### src/verilog/bfp_consts.svh
// constants of the boot flash programming byte protocol
`ifndef BFP_CONSTS_SVH
`define BFP_CONSTS_SVH
`define BFP_CMD_ERASE 8'h40
`define BFP_CMD_PROG 8'h50
`define BFP_CMD_PROT 8'h60
`define BFP_CMD_RAM 8'h10
`define BFP_CMD_SUM 8'h20
`define BFP_CMD_INFO 8'h30
`define BFP_ERASE_EN 8'h54
`define BFP_ERASE_END 8'h4f
`define BFP_ERASE_FAIL 8'h4c
`define BFP_ERASE_ACK_OK 8'h5d
`define BFP_ERASE_ACK_ERR 8'h60
`define BFP_NIB_RXERR 4'h8
`define BFP_NIB_PROT 4'h6
`define BFP_NIB_NOERASE 4'h4
`define BFP_NIB_BAD 4'h1
`define BFP_NIB_OK 4'h0
`define BFP_HDR_LAST 3'h5
`define BFP_PWD_LAST 4'hb
`define BFP_PWD_BASE 24'h04fef4
`define BFP_FIFO_DEPTH 32
`define BFP_FIFO_AW 5
`endif

### src/verilog/bfp_pkg.sv
// types shared by both ends of the programming link
package bfp_pkg;
    // device interpreter phases
    typedef enum logic [3:0] {
        BFP_DEV_CMD = 4'b0000,
        BFP_DEV_ERASE_EN = 4'b0001,
        BFP_DEV_ERASE_RUN = 4'b0010,
        BFP_DEV_ERASE_ACK = 4'b0011,
        BFP_DEV_HDR = 4'b0100,
        BFP_DEV_DATA = 4'b0101,
        BFP_DEV_DSUM = 4'b0110,
        BFP_DEV_PWD = 4'b0111,
        BFP_DEV_FLUSH = 4'b1000
    } bfp_dev_state_type;
    // controller phases
    typedef enum logic [1:0] {
        BFP_HOST_IDLE = 2'b00,
        BFP_HOST_SEND = 2'b01
    } bfp_host_state_type;
endpackage

### src/verilog/bfp_link_if.sv
// byte link joining the controller and the boot interpreter
`timescale 1ns/1ps
interface bfp_link_if;
    logic [7:0] h2d_data; // byte toward the device
    logic h2d_valid; // byte offered
    logic h2d_err; // receive fault flagged for that byte
    logic h2d_ready; // device takes the byte
    logic [7:0] d2h_data; // reply byte
    logic d2h_valid; // reply offered
    logic d2h_ready; // controller takes reply
    modport dev (input h2d_data, input h2d_valid, input h2d_err, output h2d_ready,
                 output d2h_data, output d2h_valid, input d2h_ready);
    modport host (output h2d_data, output h2d_valid, output h2d_err, input h2d_ready,
                  input d2h_data, input d2h_valid, output d2h_ready);
endinterface

### src/verilog/bfp_device.sv
// boot loader byte interpreter: chip erase, program and protect-set entry
// Behaviour
// - erase enable receive error replies x8
// - 54 echoed starts erase, else x1
// - erase result byte 4f or 4c
// - then confirmation byte 5d or 60
// - controller sends next command afterward
// - program accepted if unprotected and erased
// - protected program replies x6
// - unerased program replies x4
// - unknown command byte replies x1
// - address sent four bytes, msb first
// - count sent two bytes, high first
// - header checksum is negated sum
// - start address even, inside flash range; code accepts any address
// - count from one to 1 KB; code accepts any 16-bit count, 0 goes straight to the data checksum
// - no rewrite without chip erase; code only needs the last erase since reset to have succeeded
// - header receive error replies 58
// - header sum zero gives 50, else 51
// - data written sequentially from start address
// - data checksum is negated data sum
// - data phase: rx error, sum, normal
// - protect set command echoed 60
// - twelve password bytes compared in order
// - ack: bit3 rx error, bit0 error
`timescale 1ns/1ps
`include "bfp_consts.svh"
module bfp_device
    import bfp_pkg::*;
(
    input wire logic core_clk,
    input wire logic arst_n,
    bfp_link_if.dev link,
    input wire logic read_protect, // read protection in force
    input wire logic write_protect, // write protection in force
    output logic erase_start, // pulse: begin whole-array erase
    input wire logic erase_done, // pulse: erase finished
    input wire logic erase_fail, // with erase_done: erase failed
    output logic [31:0] flash_addr, // write or password read address
    output logic [7:0] flash_wdata, // byte to program
    output logic flash_we, // pulse: program one byte
    input wire logic [7:0] flash_rdata, // password byte at flash_addr
    output logic pwd_done, // pulse: password check ended
    output logic pwd_ok // password matched, with pwd_done
);
    // ************************************************
    // state record
    // ************************************************
    typedef struct packed {
        bfp_dev_state_type phase;
        logic [7:0] last_cmd; // upper nibble source for error replies
        logic erased; // last chip erase since reset succeeded
        logic [2:0] idx; // header byte index
        logic [3:0] pidx; // password byte index
        logic [31:0] addr;
        logic [15:0] count;
        logic [7:0] sum;
        logic rx_bad; // a byte of this block had a receive fault
        logic pwd_bad;
        logic ok_flag; // erase result remembered for second byte
        logic [7:0] wdata;
        logic we;
        logic start;
        logic pdone;
        logic pok;
    } bfp_dev_rec_type;
    bfp_dev_rec_type st; // current
    bfp_dev_rec_type next_st; // next
    logic [8:0] fifo_in; // reply byte plus spare bit
    logic fifo_in_valid; // reply to queue
    logic fifo_in_ready; // reply queue has room
    logic [8:0] fifo_out; // queued reply
    logic take; // incoming byte accepted
    logic [7:0] rx; // incoming byte
    logic [7:0] nsum; // running sum including this byte
    // ************************************************
    // reply queue toward the controller
    // ************************************************
    bfp_fifo #(.WIDTH(9), .DEPTH(`BFP_FIFO_DEPTH), .AW(`BFP_FIFO_AW)) u_reply (
        .core_clk(core_clk),
        .arst_n(arst_n),
        .in_data(fifo_in),
        .in_valid(fifo_in_valid),
        .in_ready(fifo_in_ready),
        .out_data(fifo_out),
        .out_valid(link.d2h_valid),
        .out_ready(link.d2h_ready)
    );
    assign link.d2h_data = fifo_out[7:0];
    // bytes are taken only while a reply slot is free, so back-pressure stalls the link
    assign link.h2d_ready = fifo_in_ready && (st.phase != BFP_DEV_ERASE_RUN)
                            && (st.phase != BFP_DEV_ERASE_ACK);
    assign take = link.h2d_valid && link.h2d_ready;
    assign rx = link.h2d_data;
    assign nsum = st.sum + rx;
    assign erase_start = st.start;
    assign flash_addr = (st.phase == BFP_DEV_PWD) ? (32'(`BFP_PWD_BASE) + 32'(st.pidx))
                                                  : st.addr;
    assign flash_wdata = st.wdata;
    assign flash_we = st.we;
    assign pwd_done = st.pdone;
    assign pwd_ok = st.pok;
    // ************************************************
    // interpreter
    // ************************************************
    always_comb begin
        next_st = st;
        next_st.we = 1'b0;
        next_st.start = 1'b0;
        next_st.pdone = 1'b0;
        fifo_in = '0;
        fifo_in_valid = 1'b0;
        unique case (st.phase)
            BFP_DEV_CMD: begin
                if (take) begin
                    fifo_in_valid = 1'b1;
                    if (link.h2d_err) begin
                        fifo_in = {1'b0, st.last_cmd[7:4], `BFP_NIB_RXERR};
                    end else begin
                        next_st.last_cmd = rx; // upper nibble follows last good command
                        next_st.sum = '0;
                        next_st.idx = '0;
                        next_st.pidx = '0;
                        next_st.rx_bad = 1'b0;
                        next_st.pwd_bad = 1'b0;
                        if (rx == `BFP_CMD_ERASE) begin
                            fifo_in = {1'b0, rx};
                            next_st.phase = BFP_DEV_ERASE_EN;
                        end else if (rx == `BFP_CMD_PROG) begin
                            if (read_protect || write_protect) begin
                                fifo_in = {1'b0, st.last_cmd[7:4], `BFP_NIB_PROT};
                            end else if (!st.erased) begin
                                fifo_in = {1'b0, st.last_cmd[7:4], `BFP_NIB_NOERASE};
                            end else begin
                                fifo_in = {1'b0, rx};
                                next_st.phase = BFP_DEV_HDR;
                            end
                        end else if (rx == `BFP_CMD_PROT) begin
                            fifo_in = {1'b0, rx};
                            next_st.phase = BFP_DEV_PWD;
                        end else if (rx == `BFP_CMD_RAM || rx == `BFP_CMD_SUM
                                     || rx == `BFP_CMD_INFO) begin
                            fifo_in = {1'b0, rx}; // other routines live elsewhere
                        end else begin
                            next_st.last_cmd = st.last_cmd;
                            fifo_in = {1'b0, st.last_cmd[7:4], `BFP_NIB_BAD};
                        end
                    end
                end
            end
            BFP_DEV_ERASE_EN: begin
                if (take) begin
                    fifo_in_valid = 1'b1;
                    next_st.phase = BFP_DEV_CMD;
                    if (link.h2d_err) begin
                        fifo_in = {1'b0, st.last_cmd[7:4], `BFP_NIB_RXERR};
                    end else if (rx == `BFP_ERASE_EN) begin
                        fifo_in = {1'b0, rx};
                        next_st.start = 1'b1;
                        next_st.phase = BFP_DEV_ERASE_RUN;
                    end else begin
                        fifo_in = {1'b0, st.last_cmd[7:4], `BFP_NIB_BAD};
                    end
                end
            end
            BFP_DEV_ERASE_RUN: begin
                if (erase_done) begin
                    next_st.ok_flag = !erase_fail;
                    next_st.erased = !erase_fail;
                    next_st.phase = BFP_DEV_ERASE_ACK;
                end
            end
            BFP_DEV_ERASE_ACK: begin
                // two reply bytes, one per free slot
                if (fifo_in_ready) begin
                    fifo_in_valid = 1'b1;
                    if (st.idx == 3'h0) begin
                        fifo_in = {1'b0, st.ok_flag ? `BFP_ERASE_END : `BFP_ERASE_FAIL};
                        next_st.idx = 3'h1;
                    end else begin
                        fifo_in = {1'b0, st.ok_flag ? `BFP_ERASE_ACK_OK
                                                    : `BFP_ERASE_ACK_ERR};
                        next_st.idx = 3'h0;
                        next_st.phase = BFP_DEV_CMD;
                    end
                end
            end
            BFP_DEV_HDR: begin
                if (take) begin
                    next_st.rx_bad = st.rx_bad | link.h2d_err;
                    next_st.sum = nsum;
                    next_st.idx = st.idx + 3'h1;
                    if (st.idx < 3'h4) begin
                        next_st.addr = {st.addr[23:0], rx};
                    end else if (st.idx <= `BFP_HDR_LAST) begin
                        next_st.count = {st.count[7:0], rx};
                    end
                    if (st.idx == `BFP_HDR_LAST + 3'h1) begin
                        fifo_in_valid = 1'b1;
                        next_st.sum = '0;
                        next_st.rx_bad = 1'b0;
                        next_st.phase = BFP_DEV_CMD;
                        if (st.rx_bad || link.h2d_err) begin
                            fifo_in = {1'b0, st.last_cmd[7:4], `BFP_NIB_RXERR};
                        end else if (nsum != 8'h00) begin
                            fifo_in = {1'b0, st.last_cmd[7:4], `BFP_NIB_BAD};
                        end else begin
                            fifo_in = {1'b0, st.last_cmd[7:4], `BFP_NIB_OK};
                            next_st.phase = (st.count == 16'h0000) ? BFP_DEV_DSUM
                                                                   : BFP_DEV_DATA;
                        end
                    end
                end
            end
            BFP_DEV_DATA: begin
                if (take) begin
                    next_st.rx_bad = st.rx_bad | link.h2d_err;
                    next_st.sum = nsum;
                    next_st.wdata = rx;
                    next_st.we = !link.h2d_err;
                    next_st.count = st.count - 16'h1;
                    if (st.count == 16'h0001) begin
                        next_st.phase = BFP_DEV_DSUM;
                    end
                end
                // step only after the write pulse has used the address
                if (st.we) begin
                    next_st.addr = st.addr + 32'h1;
                end
            end
            BFP_DEV_DSUM: begin
                if (take) begin
                    fifo_in_valid = 1'b1;
                    next_st.phase = BFP_DEV_CMD;
                    if (st.rx_bad || link.h2d_err) begin
                        fifo_in = {1'b0, st.last_cmd[7:4], `BFP_NIB_RXERR};
                    end else if (nsum != 8'h00) begin
                        fifo_in = {1'b0, st.last_cmd[7:4], `BFP_NIB_BAD};
                    end else begin
                        fifo_in = {1'b0, st.last_cmd[7:4], `BFP_NIB_OK};
                    end
                end
            end
            BFP_DEV_PWD: begin
                if (take) begin
                    next_st.rx_bad = st.rx_bad | link.h2d_err;
                    next_st.pwd_bad = st.pwd_bad | (rx != flash_rdata);
                    next_st.pidx = st.pidx + 4'h1;
                    if (st.pidx == `BFP_PWD_LAST) begin
                        next_st.pdone = 1'b1;
                        next_st.pok = !(st.pwd_bad | (rx != flash_rdata))
                                      && !(st.rx_bad | link.h2d_err);
                        next_st.phase = BFP_DEV_FLUSH;
                    end
                end
            end
            BFP_DEV_FLUSH: begin
                // remaining protect-set exchange is handled outside this block
                next_st.phase = BFP_DEV_CMD;
            end
            default: begin
                next_st.phase = BFP_DEV_CMD;
            end
        endcase
    end
    // ************************************************
    // state register
    // ************************************************
    always_ff @(posedge core_clk or negedge arst_n) begin
        if (!arst_n) begin
            st <= '0;
        end else begin
            st <= next_st;
        end
    end
endmodule

### src/verilog/bfp_fifo.sv
// flip-flop FIFO with valid/ready on both sides
`timescale 1ns/1ps
module bfp_fifo #(
    parameter int WIDTH = 9,
    parameter int DEPTH = 32,
    parameter int AW = 5
) (
    input wire logic core_clk,
    input wire logic arst_n,
    input wire logic [WIDTH-1:0] in_data,
    input wire logic in_valid,
    output logic in_ready,
    output logic [WIDTH-1:0] out_data,
    output logic out_valid,
    input wire logic out_ready
);
    // all state in one record
    typedef struct packed {
        logic [DEPTH-1:0][WIDTH-1:0] mem;
        logic [AW-1:0] wptr;
        logic [AW-1:0] rptr;
        logic [AW:0] count;
    } bfp_fifo_state_type;
    bfp_fifo_state_type st; // current state
    bfp_fifo_state_type next_st; // next state
    logic push; // word written
    logic pop; // word read
    assign in_ready = (st.count != (AW+1)'(DEPTH)) ? 1'b1 : 1'b0;
    assign out_valid = (st.count != '0);
    assign out_data = st.mem[st.rptr];
    assign push = in_valid && in_ready;
    assign pop = out_valid && out_ready;
    // pointer and count update
    always_comb begin
        next_st = st;
        if (push) begin
            next_st.mem[st.wptr] = in_data;
            next_st.wptr = st.wptr + AW'(1);
        end
        if (pop) begin
            next_st.rptr = st.rptr + AW'(1);
        end
        if (push && !pop) begin
            next_st.count = st.count + (AW+1)'(1);
        end else if (pop && !push) begin
            next_st.count = st.count - (AW+1)'(1);
        end
    end
    // register the record
    always_ff @(posedge core_clk or negedge arst_n) begin
        if (!arst_n) begin
            st <= '0;
        end else begin
            st <= next_st;
        end
    end
endmodule

### src/flat_wrapper.sv
// flat-port wrapper written by rule: the top's interface ports become plain ports
module bfp_device_flat import bfp_pkg::*;
  (core_clk, arst_n, read_protect, write_protect, erase_start, erase_done, erase_fail, flash_addr, flash_wdata, flash_we, flash_rdata, pwd_done, pwd_ok, link_h2d_data, link_h2d_valid, link_h2d_err, link_h2d_ready, link_d2h_data, link_d2h_valid, link_d2h_ready);
  bfp_link_if link_i ();
  input wire logic core_clk;
  input wire logic arst_n;
  input wire logic read_protect;
  input wire logic write_protect;
  output logic erase_start;
  input wire logic erase_done;
  input wire logic erase_fail;
  output logic [31:0] flash_addr;
  output logic [7:0] flash_wdata;
  output logic flash_we;
  input wire logic [7:0] flash_rdata;
  output logic pwd_done;
  output logic pwd_ok;
  input wire logic [$bits(link_i.h2d_data)-1:0] link_h2d_data;
  input wire logic [$bits(link_i.h2d_valid)-1:0] link_h2d_valid;
  input wire logic [$bits(link_i.h2d_err)-1:0] link_h2d_err;
  output wire logic [$bits(link_i.h2d_ready)-1:0] link_h2d_ready;
  output wire logic [$bits(link_i.d2h_data)-1:0] link_d2h_data;
  output wire logic [$bits(link_i.d2h_valid)-1:0] link_d2h_valid;
  input wire logic [$bits(link_i.d2h_ready)-1:0] link_d2h_ready;
  assign link_i.h2d_data = link_h2d_data;
  assign link_i.h2d_valid = link_h2d_valid;
  assign link_i.h2d_err = link_h2d_err;
  assign link_h2d_ready = link_i.h2d_ready;
  assign link_d2h_data = link_i.d2h_data;
  assign link_d2h_valid = link_i.d2h_valid;
  assign link_i.d2h_ready = link_d2h_ready;
  bfp_device u_core (.core_clk(core_clk), .arst_n(arst_n), .link(link_i), .read_protect(read_protect), .write_protect(write_protect), .erase_start(erase_start), .erase_done(erase_done), .erase_fail(erase_fail), .flash_addr(flash_addr), .flash_wdata(flash_wdata), .flash_we(flash_we), .flash_rdata(flash_rdata), .pwd_done(pwd_done), .pwd_ok(pwd_ok));
endmodule
### config.mk
export PLATFORM = sky130hd
export DESIGN_NAME = bfp_device_flat
export DESIGN_NICKNAME = d
export VERILOG_FILES = /design/src/verilog/bfp_pkg.sv /design/src/verilog/bfp_link_if.sv /design/src/verilog/bfp_device.sv /design/src/verilog/bfp_fifo.sv /design/src/flat_wrapper.sv
export VERILOG_INCLUDE_DIRS = /design/src /design/src/verilog
export SDC_FILE = /design/constraint.sdc
export NUM_CORES = 1
export LEC_CHECK = 0
export ABC_CLOCK_PERIOD_IN_PS = 7700
export BUFFER_PORTS_ARGS = -buffer_cell sky130_fd_sc_hd__buf_2
export CORE_MARGIN = 2
export CORE_UTILIZATION = 55
export CTS_CLUSTER_DIAMETER = 50
export DETAILED_ROUTE_END_ITERATION = 12
export MAX_ROUTING_LAYER = met4
export PLACE_DENSITY = 0.72
export SYNTH_ARGS = -nofsm -noshare
export SYNTH_HDL_FRONTEND = slang
export SYNTH_SLANG_ARGS = --single-unit
export TNS_END_PERCENT = 30
### constraint.sdc
create_clock -name core_clk -period 7.7 [get_ports core_clk]
set_clock_uncertainty 0.05 [all_clocks]
set_input_delay 0.385 -clock core_clk [delete_from_list [all_inputs] [get_ports core_clk]]
set_output_delay 0.385 -clock core_clk [all_outputs]
set_load 0.03 [all_outputs]
==> results of run 1 <==
worst min path at each step:
stage / start / endpoint / depth (start not counted)
finish: erase_done / u_core.st[78] / 2
global route: erase_done / u_core.st[78] / 2
CTS: erase_done / u_core.st[78] / 2
detailed placement: u_core.u_reply.st[217] / u_core.u_reply.st[217] / 2
global placement: u_core.u_reply.st[296] / u_core.u_reply.st[296] / 2
floorplan: arst_n / u_core.erase_start / 0
routing by layer:
layer	track usage (%)	vias up	share of wire [%]
li1	-	6640	-
met1	39.2	7157	43
met2	43.4	547	47
met3	4.06	119	6.7
met4	9.48	0	3.3
met5	-	-	0
registers in the layout, summed over array words and instances (netlist names):
| register | flops |
|---|---|
| u_core.flash_wdata | 8 |
| u_core.st | 74 |
| u_core.erase_start | 1 |
| u_core.pwd_done | 1 |
| u_core.u_reply.st | 272 |
| u_core.flash_we | 1 |
| u_core.pwd_ok | 1 |
cells in the final DEF (no fill, tap or decap), types with 24 or more instances in the layout:
| cell | netlist | final |
|---|---|---|
| dfrtp_1 | 358 | 356 |
| ha_1 | 27 | 27 |
| mux2_2 | 24 | 24 |
| nand2b_1 | 29 | 29 |
| nand3_1 | 62 | 62 |
| nor3_1 | 26 | 26 |
| clkbuf_16 | 0 | 43 |
| nand2_1 | 184 | 184 |
| a21oi_1 | 180 | 178 |
| mux4_2 | 80 | 80 |
| buf_2 | 3 | 77 |
| o21ai_0 | 171 | 171 |
| nor2_1 | 248 | 247 |
| a31oi_1 | 45 | 43 |
power groups by stage:
stage               sequential [µW]  clock (µW)  combinational [µW]
floorplan                      2820           0                2530
global placement               3130           0                3010
detailed placement             3170           0                3080
CTS                            3140        2240                3100
global route                   3250        2330                3410
finish                         3150        2200                3110
worst max-delay path, delay by kind of cell (launching register included):
family / cells / cell delay [ns]
buf+inv: 2 / 0.43
compound gates: 5 / 0.83
xor+xnor: 1 / 0.14
simple gates: 3 / 1.30
fa+ha+maj: 2 / 0.60
flops: 1 / 0.73
area by class of cell:
cell class	instances	area, µm²
multi-input combinational	1325	8700
sequential	358	8960
antenna	1	2.50
fill	2630	12200
clock inverter	25	385
timing repair buffer	100	571
clock buffer	53	1180
inverter	17	63.8
tap	442	553
repair_timing:
action	4_1_cts	5_1_grt
hold buffers	2	0
endpoints found under the hold margin	129	0
setup buffers	0	0
metrics by stage:
stage	cell area [µm²]	std cells	utilization [%]	hold WS (ns)	total power, µW
2_1_floorplan	18300	1851	-	0.0394	5350
3_3_place_gp	18800	2240	57.7	0.406	6140
3_5_place_dp	18800	2240	57.7	0.418	6250
4_1_cts	20400	2320	62.6	0.0188	8480
5_1_grt	20400	2321	62.6	0.0361	8980
6_report	20400	2321	62.6	0.0446	8460
kinds of logic after synthesis:
logic type | synth area share (%)
muxes | 11.4
buffers and inverters | 3.70
xor gates and xnor gates | 1.20
adders and majority gates | 2.07
DFF | 49.0
and+or+nand+nor | 16.4
AOI/OAI and AO/OA | 16.3
==> impl_metrics.toml, run 1 <==
[worst_hold_path]
min_path_type = "primary input to flip-flop"

[yosys]
yosysWarnings = 0
synth.most_common_cell = "dfrtp_1"
syn_avg_cell_area_um2 = 9.88
synth_top_area_share_pct = 49.0
netlist_top_cells_count = "dfrtp_1, nor2_1, nand2_1"
synth_ff_type = "dfrtp_1"
yosysTopAreaCell = "dfrtp_1"
ys_seq_area_share_pct = 49.0
synth_area_um2 = 18300
syn_inst = 1851
ys_ff_latch = 358
yosysUniqueCellTypes = 72
synth_edf_count = 0
synth_area_leaders = "dfrtp_1, mux4_2, nor2_1"
synth_fp_nets = 1905
asyncSetResetFlopFracSynth_pct = 100

[global_routing]
grt_pass1_wl_mm = 76.7
antenna_found_initial = 1
overflow = 0
grt_max_degree = 136
grt_use_total_pct = 28.3
grt_pass1_vias = 14100

[critical_path]
critPathCaptureType = "flip-flop"
criticalPathCategory = "flip-flop to flip-flop"
r2r_slack_ns = 3.49
crit_path_max_incr_delay_ns = 0.89
required_ns = 8.06
r2r_start = "u_core.st[87]"
reg2reg_to = "u_core.u_reply.st[5]"
crit_chain = "nor4bb_1 -> a31oi_2 -> buf_4 -> nor2_1 -> ha_1 -> inv_1 -> ha_1 -> a21o_1 -> a21o_1 -> a21oi_1 -> nor3_1 -> a211o_1 -> xor2_1"
crit_path_start = "u_core.st[87]"
cp_max_fo = 32
crit_arrival_ns = 4.57
critical_path.endpoint = "u_core.u_reply.st[5]"
critPathLaunchType = "flip-flop"
r2r_cells = 13
cp_slowest_cell = "nor4bb_1"

[placed_design]
place_hpwl_mm = 30.1
portBuffers = 78
place_ws_ns = 3.56
routabilityCongestion = 0.912

[clock_tree]
clock_sinks = 358
root_buffer = "clkbuf_16"
cts_buffers = 43
cts_buffer_depth = 3
clk_latency_ns = 0.55
clk_pin_slew_ns = 0.06
cts.repair.resized = 0
cts_tree = "done"
htreeDepth = 2

[floorplanning]
io_pins = 79
die_w_um = 186
dieArea_um2 = 34700
initial_core_util_pct = 56.1
core_um2 = 32600
die_h_um = 186
rows = 66

[sta]
final_max_slew_viol_count = 0
setup_slack_ns = 3.49
grt_setup_unrepaired = "no"
fin_setup_tns_ns = 0
slew_headroom_pct = 13.8
finalHoldViolations = 0
fmax_mhz = 238
fin_crit_sh_pct = 54.6
tightest_slew_ns = 1.29
setup_viol = 0
min_period_ns = 4.21

[finish]
final_nets = 1899
area_growth_pct = 11.6
drive_gt1_share_pct = 16.2

[power_and_ir_drop]
p_seq_share_pct = 37.3
power.density_nw_per_um2 = 414
p_int_uw = 5260
p_switching_uw = 3210
leakagePower_uw = 0.00870
power_frac_comb_pct = 36.7
p_sw_share_pct = 37.9
p_clk_share_pct = 26.0
max-vdd-ir-drop_mv = 0.324

[detailed_routing]
ant_nets = 0
wire_per_inst_um = 20.3
drc = 0
viasPerCell = 6.23
drt_first_pass_iters = 5
routed_wl_mm = 47.1
drt_iter0_drc = 1237
num_vias = 14500

[run_status]
status = "finished clean"

[job]
drv_cap = 0
Power figures use the tool's default switching activity.
==> run 2: changes to the inputs <==
--- a/config.mk
+++ b/config.mk
@@ -6,7 +6,7 @@
 export SDC_FILE = /design/constraint.sdc
 export NUM_CORES = 1
 export LEC_CHECK = 0
-export ABC_CLOCK_PERIOD_IN_PS = 7700
+export ABC_CLOCK_PERIOD_IN_PS = 4300
 export BUFFER_PORTS_ARGS = -buffer_cell sky130_fd_sc_hd__buf_2
 export CORE_MARGIN = 2
 export CORE_UTILIZATION = 55
==> constraint.sdc (replaced) <==
create_clock -name core_clk -period 4.3 [get_ports core_clk]
set_clock_uncertainty 0.05 [all_clocks]
set_input_delay 0.215 -clock core_clk [delete_from_list [all_inputs] [get_ports core_clk]]
set_output_delay 0.215 -clock core_clk [all_outputs]
set_load 0.03 [all_outputs]
==> impl_metrics.toml, run 2 (synthesis results as in run 1) <==
[placed_design]
portBuffers = 78
place_hpwl_mm = 30.6
routabilityCongestion = 0.904

[run_status]
status = "finished clean"

[sta]
fmax_mhz = 270
finalHoldViolations = 0
whs_ns = 0.0202
fin_crit_sh_pct = 86.2
final_max_slew_viol_count = 0
grt_setup_unrepaired = "no"
tightest_slew_ns = 1.20
slew_headroom_pct = 19.7
fin_setup_tns_ns = 0
min_period_ns = 3.71
setup_viol = 0

[power_and_ir_drop]
p_total_uw = 14700
max-vdd-ir-drop_mv = 0.579
leakagePower_uw = 0.00868
power.density_nw_per_um2 = 722

[detailed_routing]
drt_first_pass_iters = 5
viasPerCell = 6.20
ant_nets = 0
wire_per_inst_um = 20.1
drc = 0
routed_wl_mm = 46.9
num_vias = 14500
drt_iter0_drc = 1232

[clock_tree]
postCtsSetupBuffers = 0
clk_pin_slew_ns = 0.06
clock_sinks = 358
root_buffer = "clkbuf_16"
clk_latency_ns = 0.55
cts_tree = "done"
htreeDepth = 2
cts_buffer_depth = 3
cts_buffers = 42

[floorplanning]
core_um2 = 32600
die_h_um = 186
rows = 66
io_pins = 79
initial_core_util_pct = 56.1
die_w_um = 186
dieArea_um2 = 34700

[finish]
drive_gt1_share_pct = 16.2
top_register = "u_core.u_reply.st"
final_cell_mix = "dfrtp_1, nor2_1, nand2_1"
fill_cells = 2629
final_common_cell = "dfrtp_1"
multi_input_area_um2 = 8700
largest_reg_flops = 272
regArea_um2 = 8960
area_growth_pct = 11.2
utilization_pct = 62.4
final_nets = 1910

[critical_path]
crit_path_max_incr_delay_ns = 0.65
cp_max_fo = 6
critPathCaptureType = "flip-flop"
r2r_slack_ns = 0.59
criticalPathCategory = "flip-flop to flip-flop"
critPathLaunchType = "flip-flop"
required_ns = 4.66
cp_slowest_cell = "or4_1"
crit_arrival_ns = 4.07
crit_chain = "or4_1 -> or3_1 -> and2_1 -> inv_1 -> ha_1 -> inv_1 -> ha_1 -> a21o_1 -> a21o_1 -> a21oi_1 -> nor3_1 -> a211o_1 -> xor2_1"

[worst_hold_path]
min_path_type = "primary input to flip-flop"

[global_routing]
grt_use_total_pct = 28.6
grt_pass1_vias = 14500
antenna_found_initial = 1
grt_pass1_wl_mm = 77.7
overflow = 0
grt_max_degree = 129

[job]
drv_cap = 0
[run 2: cell types whose count changed in the layout (fill, tap and decap cells not counted), sizes merged]
cell         delta
bufinv          -8
clkinvlp        -2
buf             +8
clkinv          +6
dlygate4sd3     +4
clkbuf          +3
[run 2: critical path, delay by kind of cell (launching register included)]
kind                     cells  cell delay, ns
AO/OA/AOI/OAI                4            0.83
XOR/XNOR                     1            0.14
adder cells (fa/ha/maj)      2            0.55
buffers and inverters        2            0.28
flip-flops                   1            0.44
AND/OR/NAND/NOR              4            1.29
[run 2: power breakdown]
part	switching (µW)	internal [µW]	total [µW]
combinational	3190	2520	5700
sequential	1110	4500	5620
clock	1440	1940	3380
[run 2: layout make-up]
class,instances,share of cell area [%]
diodes,1,0.0123
clock buffers,56,5.77
clock inverters,21,0.726
inverters,17,0.314
multi-input cells,1325,42.7
flip-flops and latches,358,44.0
well taps,442,2.72
repair buffers,112,3.66
[run 2: per-layer routing]
layer  routed length [µm]  part of all wire [%]  GRT usage (%)
met3                 3020                   6.4           4.50
met5                    0                     0              -
met1                19800                    42           37.6
met2                22900                    49           45.8
met4                 1160                   2.5           9.11
[run 2: final timing paths]
path                                             start                endpoint  depth (start not counted)
worst max-delay path              u_core.u_reply.st[0]    u_core.u_reply.st[5]                         13
worst min-delay path                  link_h2d_data[2]   u_core.flash_wdata[2]                          2
worst max register to register    u_core.u_reply.st[0]    u_core.u_reply.st[5]                         13
worst min register to register  u_core.u_reply.st[148]  u_core.u_reply.st[148]                          2
max in group asynchronous                       arst_n    u_core.u_reply.st[6]                          3
min in group asynchronous                       arst_n  u_core.u_reply.st[161]                          2
[run 2: per-stage QoR]
stage / area [µm²] / setup WS [ns] / std cells
4_1_cts: 20300 / 0.606 / 2331
3_5_place_dp: 19000 / 0.676 / 2248
3_3_place_gp: 19000 / 0.749 / 2248
2_1_floorplan: 18300 / 0.737 / 1851
5_1_grt: 20300 / 0.390 / 2332
6_report: 20300 / 0.592 / 2332
[run 2: repair_timing]
item | CTS | global route
hold endpoints to repair | 129 | 0
resized for setup | 0 | 0
hold buffers | 6 | 0
==> run 3: changes to the inputs <==
--- a/config.mk
+++ b/config.mk
@@ -6,12 +6,14 @@
 export SDC_FILE = /design/constraint.sdc
 export NUM_CORES = 1
 export LEC_CHECK = 0
-export ABC_CLOCK_PERIOD_IN_PS = 4300
+export ABC_AREA = 1
+export ABC_CLOCK_PERIOD_IN_PS = 3900
 export BUFFER_PORTS_ARGS = -buffer_cell sky130_fd_sc_hd__buf_2
 export CORE_MARGIN = 2
 export CORE_UTILIZATION = 55
 export CTS_CLUSTER_DIAMETER = 50
 export DETAILED_ROUTE_END_ITERATION = 12
+export HOLD_SLACK_MARGIN = 0.15
 export MAX_ROUTING_LAYER = met4
 export PLACE_DENSITY = 0.72
 export SYNTH_ARGS = -nofsm -noshare
==> constraint.sdc (replaced) <==
create_clock -name core_clk -period 3.9 [get_ports core_clk]
set_clock_uncertainty 0.05 [all_clocks]
set_input_delay 0.195 -clock core_clk [delete_from_list [all_inputs] [get_ports core_clk]]
set_output_delay 0.195 -clock core_clk [all_outputs]
set_load 0.03 [all_outputs]
==> impl_metrics.toml, run 3 <==
[critical_path]
cp_max_fo = 25
criticalPathCategory = "flip-flop to output pin"
critPathTopFamily = "flip-flops"
critPathLaunchType = "flip-flop"
crit_arrival_ns = 3.18
crit_path_max_incr_delay_ns = 0.95
crit_chain = "inv_1 -> o211ai_1 -> nand3_1 -> nand3_1 -> o21ai_0 -> inv_1 -> buf_2"
required_ns = 3.65
critPathCaptureType = "output pin"
path_buf_inv = 3
cp_slowest_cell = "dfrtp_1"

[sta]
min_period_ns = 3.42
fin_crit_sh_pct = 87.7
grt_setup_unrepaired = "no"
final_max_slew_viol_count = 0
setup_viol = 0
fmax_mhz = 292
tightest_slew_ns = 1.14
finalHoldViolations = 0
setup_slack_ns = 0.480
slew_headroom_pct = 24.2
fin_setup_tns_ns = 0

[yosys]
synth_fp_nets = 2688
asyncSetResetFlopFracSynth_pct = 100
synth_area_um2 = 19600
synth.most_common_cell = "nand2_1"
yosysTopAreaCell = "dfrtp_1"
ys_seq_area_share_pct = 45.8
synth_edf_count = 0
synth_top_area_share_pct = 45.8
synth_area_leaders = "dfrtp_1, nand2_1, o21ai_0"
yosysWarnings = 0
synth_ff_type = "dfrtp_1"
yosysUniqueCellTypes = 51
syn_inst = 2634
ys_ff_latch = 358
netlist_top_cells_count = "nand2_1, dfrtp_1, nor2_1"
syn_avg_cell_area_um2 = 7.43

[power_and_ir_drop]
leakagePower_uw = 0.0110
p_sw_share_pct = 44.4
p_switching_uw = 7420
p_total_uw = 16700
power.density_nw_per_um2 = 760
max-vdd-ir-drop_mv = 0.659
p_clk_share_pct = 25.9
p_seq_share_pct = 32.2
p_int_uw = 9290
power_frac_comb_pct = 42.0

[global_routing]
grt_max_degree = 95
grt_pass1_vias = 17600
overflow = 0
grt_use_total_pct = 31.9
grt_pass1_wl_mm = 91.1
antenna_found_initial = 0

[clock_tree]
cts_buffer_depth = 3
postCtsSetupBuffers = 0
htreeDepth = 2
cts_buffers = 44
cts.repair.resized = 0
clk_latency_ns = 0.57
cts_hold_repair.buffers = 19
cts_tree = "done"
root_buffer = "clkbuf_16"
clock_sinks = 358
clk_pin_slew_ns = 0.06

[detailed_routing]
viasPerCell = 5.63
drt_iter0_drc = 1860
wire_per_inst_um = 17.6
drc = 0
drt_first_pass_iters = 6
num_vias = 17900
ant_nets = 0
routed_wl_mm = 55.9

[finish]
largest_reg_flops = 272
final_nets = 2745
utilization_pct = 62.3
top_register = "u_core.u_reply.st"
final_cell_mix = "nand2_1, dfrtp_1, nor2_1"
num_antenna_cells = 0
area_growth_pct = 12.4
fill_cells = 3184
drive_gt1_share_pct = 10.2
final_common_cell = "nand2_1"

[floorplanning]
core_um2 = 35300
die_h_um = 193
dieArea_um2 = 37100
initial_core_util_pct = 55.4
die_w_um = 193
rows = 69
io_pins = 79

[worst_hold_path]
min_path_type = "primary input to async pin"

[placed_design]
portBuffers = 78
routabilityCongestion = 0.943
place_hpwl_mm = 36.5
place_ws_ns = 0.594

[run_status]
status = "finished clean"

[job]
drv_cap = 0
==> run 3: cell types whose count changed in the layout (fill, tap and decap cells not counted), moves of 39 or more <==
cell and change:
o21ai_1 +56, a21oi_1 -126, nor2_1 +39, nand2_1 +760, inv_1 +136, o21ai_0 +84, mux4_2 -80
==> run 3: power by group through the flow <==
| stage | Sequential [µW] | Clock [µW] | Combinational (µW) |
|---|---|---|---|
| floorplan | 5120 | 0 | 5140 |
| global placement | 5380 | 0 | 6820 |
| detailed placement | 5400 | 0 | 6920 |
| CTS | 5350 | 4390 | 6970 |
| global route | 5480 | 4530 | 7740 |
| finish | 5370 | 4330 | 7010 |
==> run 3: path summary, 6_finish.rpt <==
check / from / end / slack (ns) / cells after the start
setup / recovery: u_core.u_reply.st[8] / link_d2h_data[5] / 0.48 / 7
hold / removal: arst_n / u_core.u_reply.st[288] / 0.17 / 2
setup reg to reg: u_core.u_reply.st[3] / u_core.u_reply.st[5] / 0.59 / 17
hold reg to reg: u_core.u_reply.st[146] / u_core.u_reply.st[146] / 0.42 / 2
max in group asynchronous: arst_n / u_core.u_reply.st[174] / 2.57 / 3
min in group core_clk: u_core.u_reply.st[146] / u_core.u_reply.st[146] / 0.42 / 2
==> run 3: cells by family (layout without fill, tap and decap cells) <==
group / count (synthesis) / in the layout / share of synthesized area [%]
muxes: 3 / 3 / 0.173
and+or+nand+nor: 1434 / 1434 / 31.0
adders and majority gates: 29 / 29 / 1.93
xor gates and xnor gates: 31 / 31 / 1.39
AOI/OAI and AO/OA: 470 / 470 / 13.2
DFF: 358 / 358 / 45.8
buffers and inverters: 309 / 399 / 6.56
==> run 3: area by class of cell <==
type                    instances  area [µm²]  area share [%]
multi-input cells            1967        9350            42.5
flip-flops and latches        358        8960            40.8
clock buffers                  58        1210            5.52
repair buffers                125         826            3.76
inverters                     195         737            3.35
well taps                     461         577            2.62
clock inverters                21         323            1.47
==> run 3: per-stage QoR <==
step	area, µm²	hold WS [ns]	instances
6_report	22000	0.170	3185
5_1_grt	22000	0.231	3185
4_1_cts	22000	0.189	3185
3_5_place_dp	20300	0.208	3087
3_3_place_gp	20300	0.205	3087
2_1_floorplan	19600	-0.151	2634
==> run 3: layer usage <==
| layer | part of all wire, % | global-route usage, % |
|---|---|---|
| met2 | 48 | 52.2 |
| met1 | 42 | 40.4 |
| met5 | 0 | - |
| met3 | 6.3 | 4.40 |
| met4 | 3.6 | 11.8 |
==> run 3: worst reg2reg max path, stage by stage (launching register included) <==
cell,delay (ns)
dfrtp_1,0.39
nor2_1,0.18
nand4_1,0.32
nand3_4,0.35
clkinv_2,0.15
nand2_2,0.13
nand2_8,0.14
ha_1,0.26
inv_1,0.18
ha_1,0.31
nand3_1,0.10
nand3_1,0.10
nand2_1,0.09
nand2_1,0.05
a21oi_1,0.14
xor2_1,0.16
nand2_1,0.06
o21ai_0,0.07
